## config.mk

```make
export PLATFORM = sky130hd
export DESIGN_NAME = ctm_trigger_top
export DESIGN_NICKNAME = d
export VERILOG_FILES = /design/src/shared/ctm_pkg.sv /design/src/shared/ctm_chan_if.sv /design/src/verilog/ctm_detector.sv /design/src/verilog/ctm_trigger_top.sv
export SDC_FILE = /design/constraint.sdc
export NUM_CORES = 1
export LEC_CHECK = 0
export ABC_AREA = 1
export ABC_CLOCK_PERIOD_IN_PS = 8600
export BUFFER_PORTS_ARGS = -buffer_cell sky130_fd_sc_hd__buf_2
export CAP_MARGIN = 20
export CORE_MARGIN = 2
export CORE_UTILIZATION = 60
export CTS_CLUSTER_DIAMETER = 120
export DETAILED_ROUTE_END_ITERATION = 16
export PLACE_DENSITY = 0.84
export SYNTH_ARGS = -nofsm -noshare
export SYNTH_HDL_FRONTEND = slang
export SYNTH_SLANG_ARGS = --single-unit
```

## constraint.sdc

```tcl
create_clock -name core_clk_i -period 8.6 [get_ports core_clk_i]
set_input_delay 0.43 -clock core_clk_i [delete_from_list [all_inputs] [get_ports core_clk_i]]
set_output_delay 0.43 -clock core_clk_i [all_outputs]
set_load 0.02 [all_outputs]
```

## src/shared/ctm_pkg.sv

```systemverilog
// constants and types shared by the channel trigger mode block
`default_nettype none
package ctm_pkg;
    localparam int NUM_CH = 2;
    localparam int SAMPLE_W = 12;
    localparam int LEVEL_W = 10;
    localparam int ADDR_W = 16;
    // register numbers as printed; byte address is four times the number
    localparam logic [ADDR_W-1:0] IDX_ENABLE_MASK = 16'h9e0c;
    localparam logic [ADDR_W-1:0] IDX_MODES_AVAIL = 16'h9e98;
    localparam logic [ADDR_W-1:0] IDX_CH0_MODE = 16'h9ea2;
    localparam logic [ADDR_W-1:0] IDX_CH1_MODE = 16'h9ea3;
    localparam logic [ADDR_W-1:0] IDX_CH0_LEVEL0 = 16'ha4d8;
    localparam logic [ADDR_W-1:0] IDX_CH1_LEVEL0 = 16'ha4d9;
    localparam logic [ADDR_W-1:0] IDX_CH0_LEVEL1 = 16'ha53c;
    localparam logic [ADDR_W-1:0] IDX_CH1_LEVEL1 = 16'ha53d;
    localparam logic [ADDR_W-1:0] IDX_COMBINE = 16'h9e0d;
    localparam logic [ADDR_W-1:0] IDX_ERROR = 16'h9e0e;
    localparam logic [ADDR_W-1:0] IDX_TRIG_STATUS = 16'h9e0f;
    localparam int BIT_EN_CH0 = 0;
    localparam int BIT_EN_CH1 = 1;
    localparam logic [31:0] ENABLE_MASK_RESET = 32'h0000_0000;
    localparam logic [31:0] MODE_RESET = 32'h0000_0000;
    localparam logic [LEVEL_W-1:0] LEVEL_RESET = 10'h000;
    // number of channels actually fitted; unfitted channels refuse mode writes
    localparam int FITTED_CH = 2;
    localparam logic [31:0] MODE_DISABLED = 32'h0000_0000;
    localparam logic [31:0] MODE_RISING_EDGE = 32'h0000_0001;
    localparam logic [31:0] MODE_FALLING_EDGE = 32'h0000_0002;
    localparam logic [31:0] MODE_EITHER_EDGE = 32'h0000_0004;
    localparam logic [31:0] MODE_HIGH_LEVEL = 32'h0000_0008;
    localparam logic [31:0] MODE_LOW_LEVEL = 32'h0000_0010;
    localparam logic [31:0] MODE_WINDOW_ENTER = 32'h0000_0020;
    localparam logic [31:0] MODE_WINDOW_EXIT = 32'h0000_0040;
    localparam logic [31:0] MODE_INSIDE_WINDOW = 32'h0000_0080;
    localparam logic [31:0] MODE_OUTSIDE_WINDOW = 32'h0000_0100;
    localparam logic [31:0] HYSTERESIS_ARMING_FLAG = 32'h0100_0000;
    localparam logic [31:0] MODES_AVAILABLE = 32'h0100_01ff & ~32'h0000_0000;
    typedef enum logic [3:0] {
        CTM_OFF = 4'h0,
        CTM_RISE = 4'h1,
        CTM_FALL = 4'h3,
        CTM_BOTH = 4'h2,
        CTM_RISE_ARM = 4'h6,
        CTM_FALL_ARM = 4'h7,
        CTM_HIGH = 4'h5,
        CTM_LOW = 4'h4,
        CTM_WIN_ENTER = 4'hc,
        CTM_WIN_EXIT = 4'hd,
        CTM_WIN_IN = 4'hf,
        CTM_WIN_OUT = 4'he
    } ctm_sel_t;
    // valid mode words decode to a selector, unknown words to off
    function automatic ctm_sel_t ctm_decode(input logic [31:0] code);
        ctm_sel_t sel;
        sel = CTM_OFF;
        case (code)
            MODE_RISING_EDGE: sel = CTM_RISE;
            MODE_FALLING_EDGE: sel = CTM_FALL;
            MODE_EITHER_EDGE: sel = CTM_BOTH;
            MODE_RISING_EDGE | HYSTERESIS_ARMING_FLAG: sel = CTM_RISE_ARM;
            MODE_FALLING_EDGE | HYSTERESIS_ARMING_FLAG: sel = CTM_FALL_ARM;
            MODE_HIGH_LEVEL: sel = CTM_HIGH;
            MODE_LOW_LEVEL: sel = CTM_LOW;
            MODE_WINDOW_ENTER: sel = CTM_WIN_ENTER;
            MODE_WINDOW_EXIT: sel = CTM_WIN_EXIT;
            MODE_INSIDE_WINDOW: sel = CTM_WIN_IN;
            MODE_OUTSIDE_WINDOW: sel = CTM_WIN_OUT;
            default: sel = CTM_OFF;
        endcase
        return sel;
    endfunction
    function automatic logic ctm_code_ok(input logic [31:0] code);
        return (code == MODE_DISABLED) || (ctm_decode(code) != CTM_OFF);
    endfunction
endpackage
`default_nettype wire

```

## src/shared/ctm_chan_if.sv

```systemverilog
// per-channel link between register file and detector
`default_nettype none
interface ctm_chan_if;
    import ctm_pkg::*;
    ctm_sel_t sel;
    logic enable;
    logic signed [LEVEL_W-1:0] level0;
    logic signed [LEVEL_W-1:0] level1;
    logic hit;
    modport ctrl (output sel, output enable, output level0, output level1, input hit);
    modport det (input sel, input enable, input level0, input level1, output hit);
endinterface
`default_nettype wire

```

## src/verilog/ctm_detector.sv

```systemverilog
// one channel's trigger condition detector
`default_nettype none
module ctm_detector
    import ctm_pkg::*;
(
    input wire logic core_clk_i,
    input wire logic reset_i,
    input wire logic signed [SAMPLE_W-1:0] sample_i,
    ctm_chan_if.det ch
);
    logic signed [LEVEL_W-1:0] cur;
    logic signed [LEVEL_W-1:0] prev_reg;
    logic prev_valid_reg;
    logic armed_reg;
    logic armed_next;
    logic hit_next;
    logic above0, below0, above1, below1, p_above0, p_below0, p_above1, p_below1;
    logic in_win, p_in_win;

    assign cur = sample_i[SAMPLE_W-1 -: LEVEL_W];
    assign above0 = cur > ch.level0;
    assign below0 = cur < ch.level0;
    assign above1 = cur > ch.level1;
    assign below1 = cur < ch.level1;
    assign p_above0 = prev_reg > ch.level0;
    assign p_below0 = prev_reg < ch.level0;
    assign p_above1 = prev_reg > ch.level1;
    assign p_below1 = prev_reg < ch.level1;
    // level 0 bounds the window from above, level 1 from below
    assign in_win = !above0 && !below1;
    assign p_in_win = !p_above0 && !p_below1;

    always_comb
    begin
        hit_next = 1'b0;
        armed_next = armed_reg;
        case (ch.sel)
            CTM_RISE: hit_next = prev_valid_reg && !p_above0 && above0;
            CTM_FALL: hit_next = prev_valid_reg && !p_below0 && below0;
            CTM_BOTH: hit_next = prev_valid_reg && ((!p_above0 && above0) || (!p_below0 && below0));
            CTM_RISE_ARM:
            begin
                // arm below level 1, fire once through level 0
                if (below1)
                    armed_next = 1'b1;
                if (armed_reg && prev_valid_reg && !p_above0 && above0)
                begin
                    hit_next = 1'b1;
                    armed_next = 1'b0;
                end
            end
            CTM_FALL_ARM:
            begin
                if (above0)
                    armed_next = 1'b1;
                if (armed_reg && prev_valid_reg && !p_below1 && below1)
                begin
                    hit_next = 1'b1;
                    armed_next = 1'b0;
                end
            end
            CTM_HIGH: hit_next = above0;
            CTM_LOW: hit_next = below0;
            CTM_WIN_ENTER: hit_next = prev_valid_reg && !p_in_win && in_win;
            CTM_WIN_EXIT: hit_next = prev_valid_reg && p_in_win && !in_win;
            CTM_WIN_IN: hit_next = in_win;
            CTM_WIN_OUT: hit_next = !in_win;
            default: hit_next = 1'b0;
        endcase
        if (!ch.enable)
        begin
            hit_next = 1'b0;
            armed_next = 1'b0;
        end
    end

    always_ff @(posedge core_clk_i)
    begin
        if (reset_i)
        begin
            prev_reg <= '0;
            prev_valid_reg <= 1'b0;
        end
        else
        begin
            prev_reg <= cur;
            prev_valid_reg <= 1'b1;
        end
    end

    always_ff @(posedge core_clk_i)
    begin
        if (reset_i)
            armed_reg <= 1'b0;
        else
            armed_reg <= armed_next;
    end

    always_ff @(posedge core_clk_i)
    begin
        if (reset_i)
            ch.hit <= 1'b0;
        else
            ch.hit <= hit_next;
    end
endmodule // ctm_detector
`default_nettype wire

```

## src/verilog/ctm_trigger_top.sv

```systemverilog
// two-channel trigger mode selection with register port
//////////////////////////////////////////////////////////////////////
// Function
// - only enabled channels contribute triggers
// - enable mask register, bit0 enables channel0
// - enabled triggers combine by OR or AND
// - read-only mask of supported modes
// - per-channel mode registers, gated by enable
// - mode write to unfitted channel flags error
// - code zero disables channel detection
// - code 1 detects rising edges
// - code 2 detects falling edges
// - code 4 detects both edges
// - rearmed rising edge, armed via level1
// - rearmed falling edge, armed via level0
// - code 10h detects low level
// - code 8 detects high level
// - code 20h fires entering window
// - code 40h fires leaving window
// - code 80h flags inside window
// - code 100h flags outside window
// - two signed levels per channel
// - compare sample upper bits with levels
// - rising edge means crossing low to high
//////////////////////////////////////////////////////////////////////
//
// The plain strobed port was chosen for this implementation.
`default_nettype none
module ctm_trigger_top
    import ctm_pkg::*;
(
    input wire logic core_clk_i,
    input wire logic reset_i,
    input wire logic [ADDR_W-1:0] reg_addr_i,
    input wire logic [31:0] reg_wdata_i,
    input wire logic reg_write_i,
    input wire logic reg_read_i,
    output logic [31:0] reg_rdata_o,
    input wire logic signed [SAMPLE_W-1:0] ch0_sample_i,
    input wire logic signed [SAMPLE_W-1:0] ch1_sample_i,
    output logic trigger_o,
    output logic [NUM_CH-1:0] chan_hit_o
);
    logic [31:0] enable_mask_reg;
    logic [31:0] mode_reg [NUM_CH];
    logic signed [LEVEL_W-1:0] level0_reg [NUM_CH];
    logic signed [LEVEL_W-1:0] level1_reg [NUM_CH];
    logic combine_and_reg;
    logic [1:0] error_reg;
    logic [31:0] rdata_next;
    logic trigger_next;
    logic [NUM_CH-1:0] hits;
    logic [NUM_CH-1:0] active;
    logic [NUM_CH-1:0] mode_wr;
    logic mode_wr_bad;
    logic mode_wr_unfitted;

    ctm_chan_if chan [NUM_CH] ();

    //////////////////////////////////////////////////////////////////////
    // channel detectors
    ctm_detector u_det0 (
        .core_clk_i(core_clk_i),
        .reset_i(reset_i),
        .sample_i(ch0_sample_i),
        .ch(chan[0])
    );
    ctm_detector u_det1 (
        .core_clk_i(core_clk_i),
        .reset_i(reset_i),
        .sample_i(ch1_sample_i),
        .ch(chan[1])
    );

    genvar gi;
    generate
        for (gi = 0; gi < NUM_CH; gi++)
        begin : g_ch
            assign chan[gi].sel = ctm_decode(mode_reg[gi]);
            // a channel is active only when masked in and not in mode zero
            assign active[gi] = enable_mask_reg[gi] && (mode_reg[gi] != MODE_DISABLED);
            assign chan[gi].enable = active[gi];
            assign chan[gi].level0 = level0_reg[gi];
            assign chan[gi].level1 = level1_reg[gi];
            assign hits[gi] = chan[gi].hit;
        end
    endgenerate

    //////////////////////////////////////////////////////////////////////
    // register writes
    assign mode_wr[0] = reg_write_i && reg_addr_i == IDX_CH0_MODE;
    assign mode_wr[1] = reg_write_i && reg_addr_i == IDX_CH1_MODE;
    // unknown codes are refused just like unfitted channels
    assign mode_wr_bad = (|mode_wr) && !ctm_code_ok(reg_wdata_i);
    assign mode_wr_unfitted = mode_wr[1] && (FITTED_CH < 2);

    always_ff @(posedge core_clk_i)
    begin
        if (reset_i)
            enable_mask_reg <= ENABLE_MASK_RESET;
        else if (reg_write_i && reg_addr_i == IDX_ENABLE_MASK)
            enable_mask_reg <= {30'h0, reg_wdata_i[BIT_EN_CH1:BIT_EN_CH0]};
    end

    always_ff @(posedge core_clk_i)
    begin
        if (reset_i)
        begin
            mode_reg[0] <= MODE_RESET;
            mode_reg[1] <= MODE_RESET;
        end
        else
        begin
            if (mode_wr[0] && !mode_wr_bad)
                mode_reg[0] <= reg_wdata_i;
            if (mode_wr[1] && !mode_wr_bad && !mode_wr_unfitted)
                mode_reg[1] <= reg_wdata_i;
        end
    end

    // error flags: bit0 unfitted channel, bit1 unsupported code; write 1 clears, set wins
    always_ff @(posedge core_clk_i)
    begin
        if (reset_i)
            error_reg <= 2'h0;
        else
        begin
            error_reg <= (error_reg & ~((reg_write_i && reg_addr_i == IDX_ERROR) ? reg_wdata_i[1:0] : 2'h0))
                | {mode_wr_bad, mode_wr_unfitted};
        end
    end

    always_ff @(posedge core_clk_i)
    begin
        if (reset_i)
        begin
            level0_reg[0] <= LEVEL_RESET;
            level0_reg[1] <= LEVEL_RESET;
            level1_reg[0] <= LEVEL_RESET;
            level1_reg[1] <= LEVEL_RESET;
        end
        else if (reg_write_i)
        begin
            case (reg_addr_i)
                IDX_CH0_LEVEL0: level0_reg[0] <= reg_wdata_i[LEVEL_W-1:0];
                IDX_CH1_LEVEL0: level0_reg[1] <= reg_wdata_i[LEVEL_W-1:0];
                IDX_CH0_LEVEL1: level1_reg[0] <= reg_wdata_i[LEVEL_W-1:0];
                IDX_CH1_LEVEL1: level1_reg[1] <= reg_wdata_i[LEVEL_W-1:0];
                default: ;
            endcase
        end
    end

    always_ff @(posedge core_clk_i)
    begin
        if (reset_i)
            combine_and_reg <= 1'b0;
        else if (reg_write_i && reg_addr_i == IDX_COMBINE)
            combine_and_reg <= reg_wdata_i[0];
    end

    //////////////////////////////////////////////////////////////////////
    // register reads, one cycle latency
    always_comb
    begin
        rdata_next = 32'h0000_0000;
        case (reg_addr_i)
            IDX_ENABLE_MASK: rdata_next = enable_mask_reg;
            IDX_MODES_AVAIL: rdata_next = MODES_AVAILABLE;
            IDX_CH0_MODE: rdata_next = mode_reg[0];
            IDX_CH1_MODE: rdata_next = mode_reg[1];
            IDX_CH0_LEVEL0: rdata_next = 32'(level0_reg[0]);
            IDX_CH1_LEVEL0: rdata_next = 32'(level0_reg[1]);
            IDX_CH0_LEVEL1: rdata_next = 32'(level1_reg[0]);
            IDX_CH1_LEVEL1: rdata_next = 32'(level1_reg[1]);
            IDX_COMBINE: rdata_next = {31'h0, combine_and_reg};
            IDX_ERROR: rdata_next = {30'h0, error_reg};
            IDX_TRIG_STATUS: rdata_next = {29'h0, trigger_o, chan_hit_o};
            default: rdata_next = 32'h0000_0000;
        endcase
    end

    always_ff @(posedge core_clk_i)
    begin
        if (reset_i)
            reg_rdata_o <= 32'h0000_0000;
        else if (reg_read_i)
            reg_rdata_o <= rdata_next;
        else
            reg_rdata_o <= 32'h0000_0000;
    end

    //////////////////////////////////////////////////////////////////////
    // combining; AND needs every active channel, and none active means no trigger
    always_comb
    begin
        if (combine_and_reg)
            trigger_next = (|active) && ((hits & active) == active);
        else
            trigger_next = |(hits & active);
    end

    always_ff @(posedge core_clk_i)
    begin
        if (reset_i)
        begin
            trigger_o <= 1'b0;
            chan_hit_o <= '0;
        end
        else
        begin
            trigger_o <= trigger_next;
            chan_hit_o <= hits & active;
        end
    end
endmodule // ctm_trigger_top
`default_nettype wire

```

# Word level (Yosys, flattened, before mapping)
# Memory sizes are Yosys's and may differ from the RTL's.
# Index checks and enable logic that the tools add are counted.
word_totals:
  input_bits: 76
  word_cells: 245
  ramBits: 104
  out_inout_bits: 35
  reg_bits: 65
  n_memories: 3
mem_list:
  columns: ["name", "words", "word_bits", "read_ports", "rd_ports_with_merged_regs", "wr", "line_no", "rtl"]
  rows:
  - ["mode_reg", 2, 32, 2, 0, 2, "ctm_trigger_top.sv:45", "logic [31:0] mode_reg [NUM_CH];"]
  - ["level0_reg", 2, 10, 2, 0, 2, "ctm_trigger_top.sv:46", "logic signed [LEVEL_W-1:0] level0_reg [NUM_CH];"]
  - ["level1_reg", 2, 10, 2, 0, 2, "ctm_trigger_top.sv:47", "logic signed [LEVEL_W-1:0] level1_reg [NUM_CH];"]
op_classes:
  n_lt_le_gt_ge: 12
  bitwise_logic: 13
  n_eq_ne: 71
  n_reduce_logical: 80
  n_mux: 53
op_table:
  columns: ["operator", "count"]
  rows:
  - ["32-bit one-hot mux with 11 select lines", 1]
  - ["32-bit by 25-bit equality test with 1-bit output, second input constant", 6]
  - ["16-bit equality test, second input constant", 11]
  - ["4-bit one-hot mux with 11 select lines", 3]
  - ["32-bit by 1-bit equality test with 1-bit output, second input constant", 3]
  - ["32-bit by 2-bit equality test with 1-bit output, second input constant", 3]
  - ["32-bit by 3-bit equality test with 1-bit output, second input constant", 3]
  - ["32-bit by 4-bit equality test with 1-bit output, second input constant", 3]
  - ["32-bit by 5-bit equality test with 1-bit output, second input constant", 3]
  - ["32-bit by 6-bit equality test with 1-bit output, second input constant", 3]
  - ["32-bit by 7-bit equality test with 1-bit output, second input constant", 3]
  - ["32-bit by 8-bit equality test with 1-bit output, second input constant", 3]
  - ["32-bit by 9-bit equality test with 1-bit output, second input constant", 3]
  - ["10-bit less-than comparator", 8]
  - ["32-bit two-way mux", 2]
  - ["32-bit nonzero test", 2]
  - ["1-bit logical AND", 47]
  - ["10-bit > comparator", 4]
  - ["10-bit two-way mux", 4]
  - ["1-bit two-way mux", 38]
  - ["4-bit by 3-bit equality test with 1-bit output, second input constant", 8]
  - ["4-bit equality test, second input constant", 8]
  - ["32-bit logical NOT", 1]
  - ["1-bit one-hot mux with 11 select lines", 2]
  - ["17 further kinds", 57]

# Depth between registers and ports, before layout
depth:
  word_depth: 12
  depth_mapped: 18
  mapped_depth_nobuf: 18

# By module
# Synthesis repeated with hierarchy kept, for this count alone.
hier_totals:
  hier_cells: 1327
  hier_area_um2: 10377.5
modules_own_cells:
  columns: ["mod", "n_inst", "area_each_um2", "cells_each"]
  rows:
  - ["ctm_trigger_top", 1, 6889.1, 757]
  - ["ctm_detector", 2, 1744.2, 285]

# Worst setup path before layout
# No wires, ideal clock.
synth_timing:
  kind: "input-to-reg"
  from: "input reg_addr_i[13]"
  to: "memory mode_reg[0][0], enable pin"
  stages: 8
  t_required_ps: 8130
  setup_slack_ps: 4144
  arrival_time_ps: 3986
  setup_time_ps: 470
  path_cell_list: "inv_1 nand2_2 nor4_4 nand2_4 nor2_4 nand2_4 buf_6 o31ai_1"
synth_rtl:
  columns: ["element", "line_no", "rtl"]
  rows:
  - ["from (decl)", "ctm_trigger_top.sv:34", "input wire logic [ADDR_W-1:0] reg_addr_i,"]
  - ["to (decl)", "ctm_trigger_top.sv:45", null]

==> out/metrics.cfg <==
[clocking]
cts_tree=done
clk-insertion-delay-late_ns=0.44
cts_root_buffer=clkbuf_16
cts_buffers=17
path_clk_slew_ns=0.07
clock_sinks=169
cts_resized=0
ctsLongestPathBuffers=2
cts_hold_buffers=0
cts_setup_buffers=0
htreeDepth=4

[synthesis]
ys_ff_latch=169
netlist_area_um2=9650
synth_edf_count=104
netlist_instances=1167
synth_cell_types=53
ys_seq_area_share_pct=45.8
ys_async_sr_fraction_pct=0
synth_top_area_cell=edfxtp_1
synth_top_area_share_pct=32.4
ys_top_cells_by_area=edfxtp_1 (32%), dfxtp_1 (13%), ha_1 (9.9%)
yosysWarnings=0
synthFlopType=edfxtp_1
synth.avg_cell_area_um2=8.27

[grt]
antenna_found_initial=0
grt_max_degree=33
grt_overflow_total=0
grt_pass1_vias=7904
grt_pass1_wl_um=39000
grt.total_usage_pct=30.2

[placement]
hpwl_um=18900
port_buffers=106
place_congestion=0.956

[power_and_ir_drop]
ir_drop_mv=0.180
power_density_nw_per_um2=167
p_leak_nw=5.34

[sta]
worst_pin_slew_ns=1.14
fin_crit_ns=2.50
max-slew-margin-rel_pct=24.2
fmax_ghz=0.400
skew_ns=0.0153
setup_tns_ns=0
final_min_period_over_clock_period_pct=29.1
hold_viol=0
rsz0062_at_grt=no
slew_violations=0
setup_viol=0

[routing]
drc=0
via_per_inst=5.44
drtAntennaViolNets=0
vias=8454
drt_iter0_drc=801
drt_wl_total_um=25000
drt_first_pass_iters=6
post_drt_wl_per_cell_um=16.1

[floorplan]
die-width_um=131
die_height_um=131
dieArea_um2=17100
start_util_pct=61.0
num_rows=46
core-area_um2=15800
pin_count=111

[min_path]
hp-class=in2reg

[critical_path]
critPathLaunchType=input port
worstPathArrival_ns=2.58
critPathKind=in2reg
cp-end-kind=flop
required_ns=8.68
crit_fanout=32

[run_status]
status=complete, no violations

[final_layout]
postLayoutCoreUtil_pct=70.5
nFillCells=1226
syn_to_final_growth_pct=15.6
final_cell_mix=nor2_1 (200), nand2_1 (189), inv_1 (186)
final_net_count=1477
layout-drive-gt1-share_pct=15.1
multiInputGateArea_um2=4580
largest_reg_flops=64
final_common_cell=nor2_1
antenna_cells=0
seqCellArea_um2=4420

[run]
maxCapViolCount=0

==> cell type report <==
type	instances	area share (%)
multi-input cells	832	41.1
flip-flops and latches	169	39.7
inverters	193	6.50
repair buffers	112	5.16
clock buffers	18	3.85
well taps	216	2.42
clock inverters	14	1.32
==> layer usage <==
| metal | part of all wire, % | GRT usage [%] | vias up |
|---|---|---|---|
| met4 | 3.0 | 11.6 | 0 |
| li1 | - | - | 4162 |
| met2 | 47 | 50.3 | 392 |
| met1 | 42 | 39.4 | 3838 |
| met3 | 8.3 | 5.78 | 62 |
| met5 | 0 | 0 | - |
==> through the flow <==
stage / instances / power [mW] / worst slack [ns] / hold WS, ns / cell area (µm²)
floorplan: 1210 / 1.05 / 4.14 / 0.422 / 9810
global placement: 1522 / 1.12 / 5.70 / 0.440 / 10600
detailed placement: 1522 / 1.12 / 5.67 / 0.478 / 10600
CTS: 1554 / 1.86 / 6.11 / 0.224 / 11200
global route: 1554 / 1.92 / 5.93 / 0.236 / 11200
finish: 1554 / 1.86 / 6.10 / 0.234 / 11200
==> cells in the mapped netlist (3+ instances only) <==
cell / count
a21o_1: 3
a21oi_1: 49
a31oi_1: 6
buf_6: 5
clkbuf_1: 7
dfxtp_1: 65
edfxtp_1: 104
ha_1: 76
inv_1: 186
inv_2: 5
nand2_1: 189
nand2_2: 5
nand2_4: 3
nand3_1: 68
nand3_2: 3
nand3b_1: 3
nand4_1: 26
nor2_1: 200
nor2_2: 27
nor3_1: 6
nor4_1: 9
o211ai_1: 4
o21a_1: 5
o21ai_0: 40
o21ai_1: 17
o21bai_1: 4
o221ai_1: 3
o22ai_1: 14
o31ai_1: 3
==> kinds of logic (layout without fill, tap and decap cells) <==
logic type,count (synthesis),count (layout),synth area share [%]
other,1,44,0.0388
DFF,169,169,45.8
buffers and inverters,209,337,8.63
adders and majority gates,76,76,9.85
AOI/OAI and AO/OA,160,160,9.73
and+or+nand+nor,552,552,25.9
==> critical path, cell delays in order <==
cell     delay, ns
buf_2         0.10
inv_1         0.07
nand2_2       0.09
nor4_4        0.46
nand2_4       0.14
nor2_4        0.28
nand2_4       0.28
o31ai_4       0.29
buf_4         0.42
==> report_power, final <==
part	total [mW]	leakage (nW)	switching (mW)	internal (mW)
Sequential	0.918	1.53	0.0213	0.897
Combinational	0.195	3.53	0.131	0.0647
Clock	0.748	0.283	0.360	0.388
==> path summary, 6_finish.rpt <==
path / depth (start not counted) / startpoint / slack, ns / end
setup / recovery: 9 / reg_addr_i[14] / 6.10 / mode_reg[0][20]$_DFFE_PP_
hold / removal: 3 / ch1_sample_i[7] / 0.23 / u_det1.prev_reg[5]$_SDFF_PP0_
setup reg to reg: 12 / level0_reg[0][15]$_DFFE_PP_ / 6.22 / u_det1.armed_reg$_SDFFE_PP0P_
hold reg to reg: 2 / error_reg[0]$_SDFF_PP0_ / 0.48 / error_reg[0]$_SDFF_PP0_
Note: power is estimated with default switching activity, not from simulation.
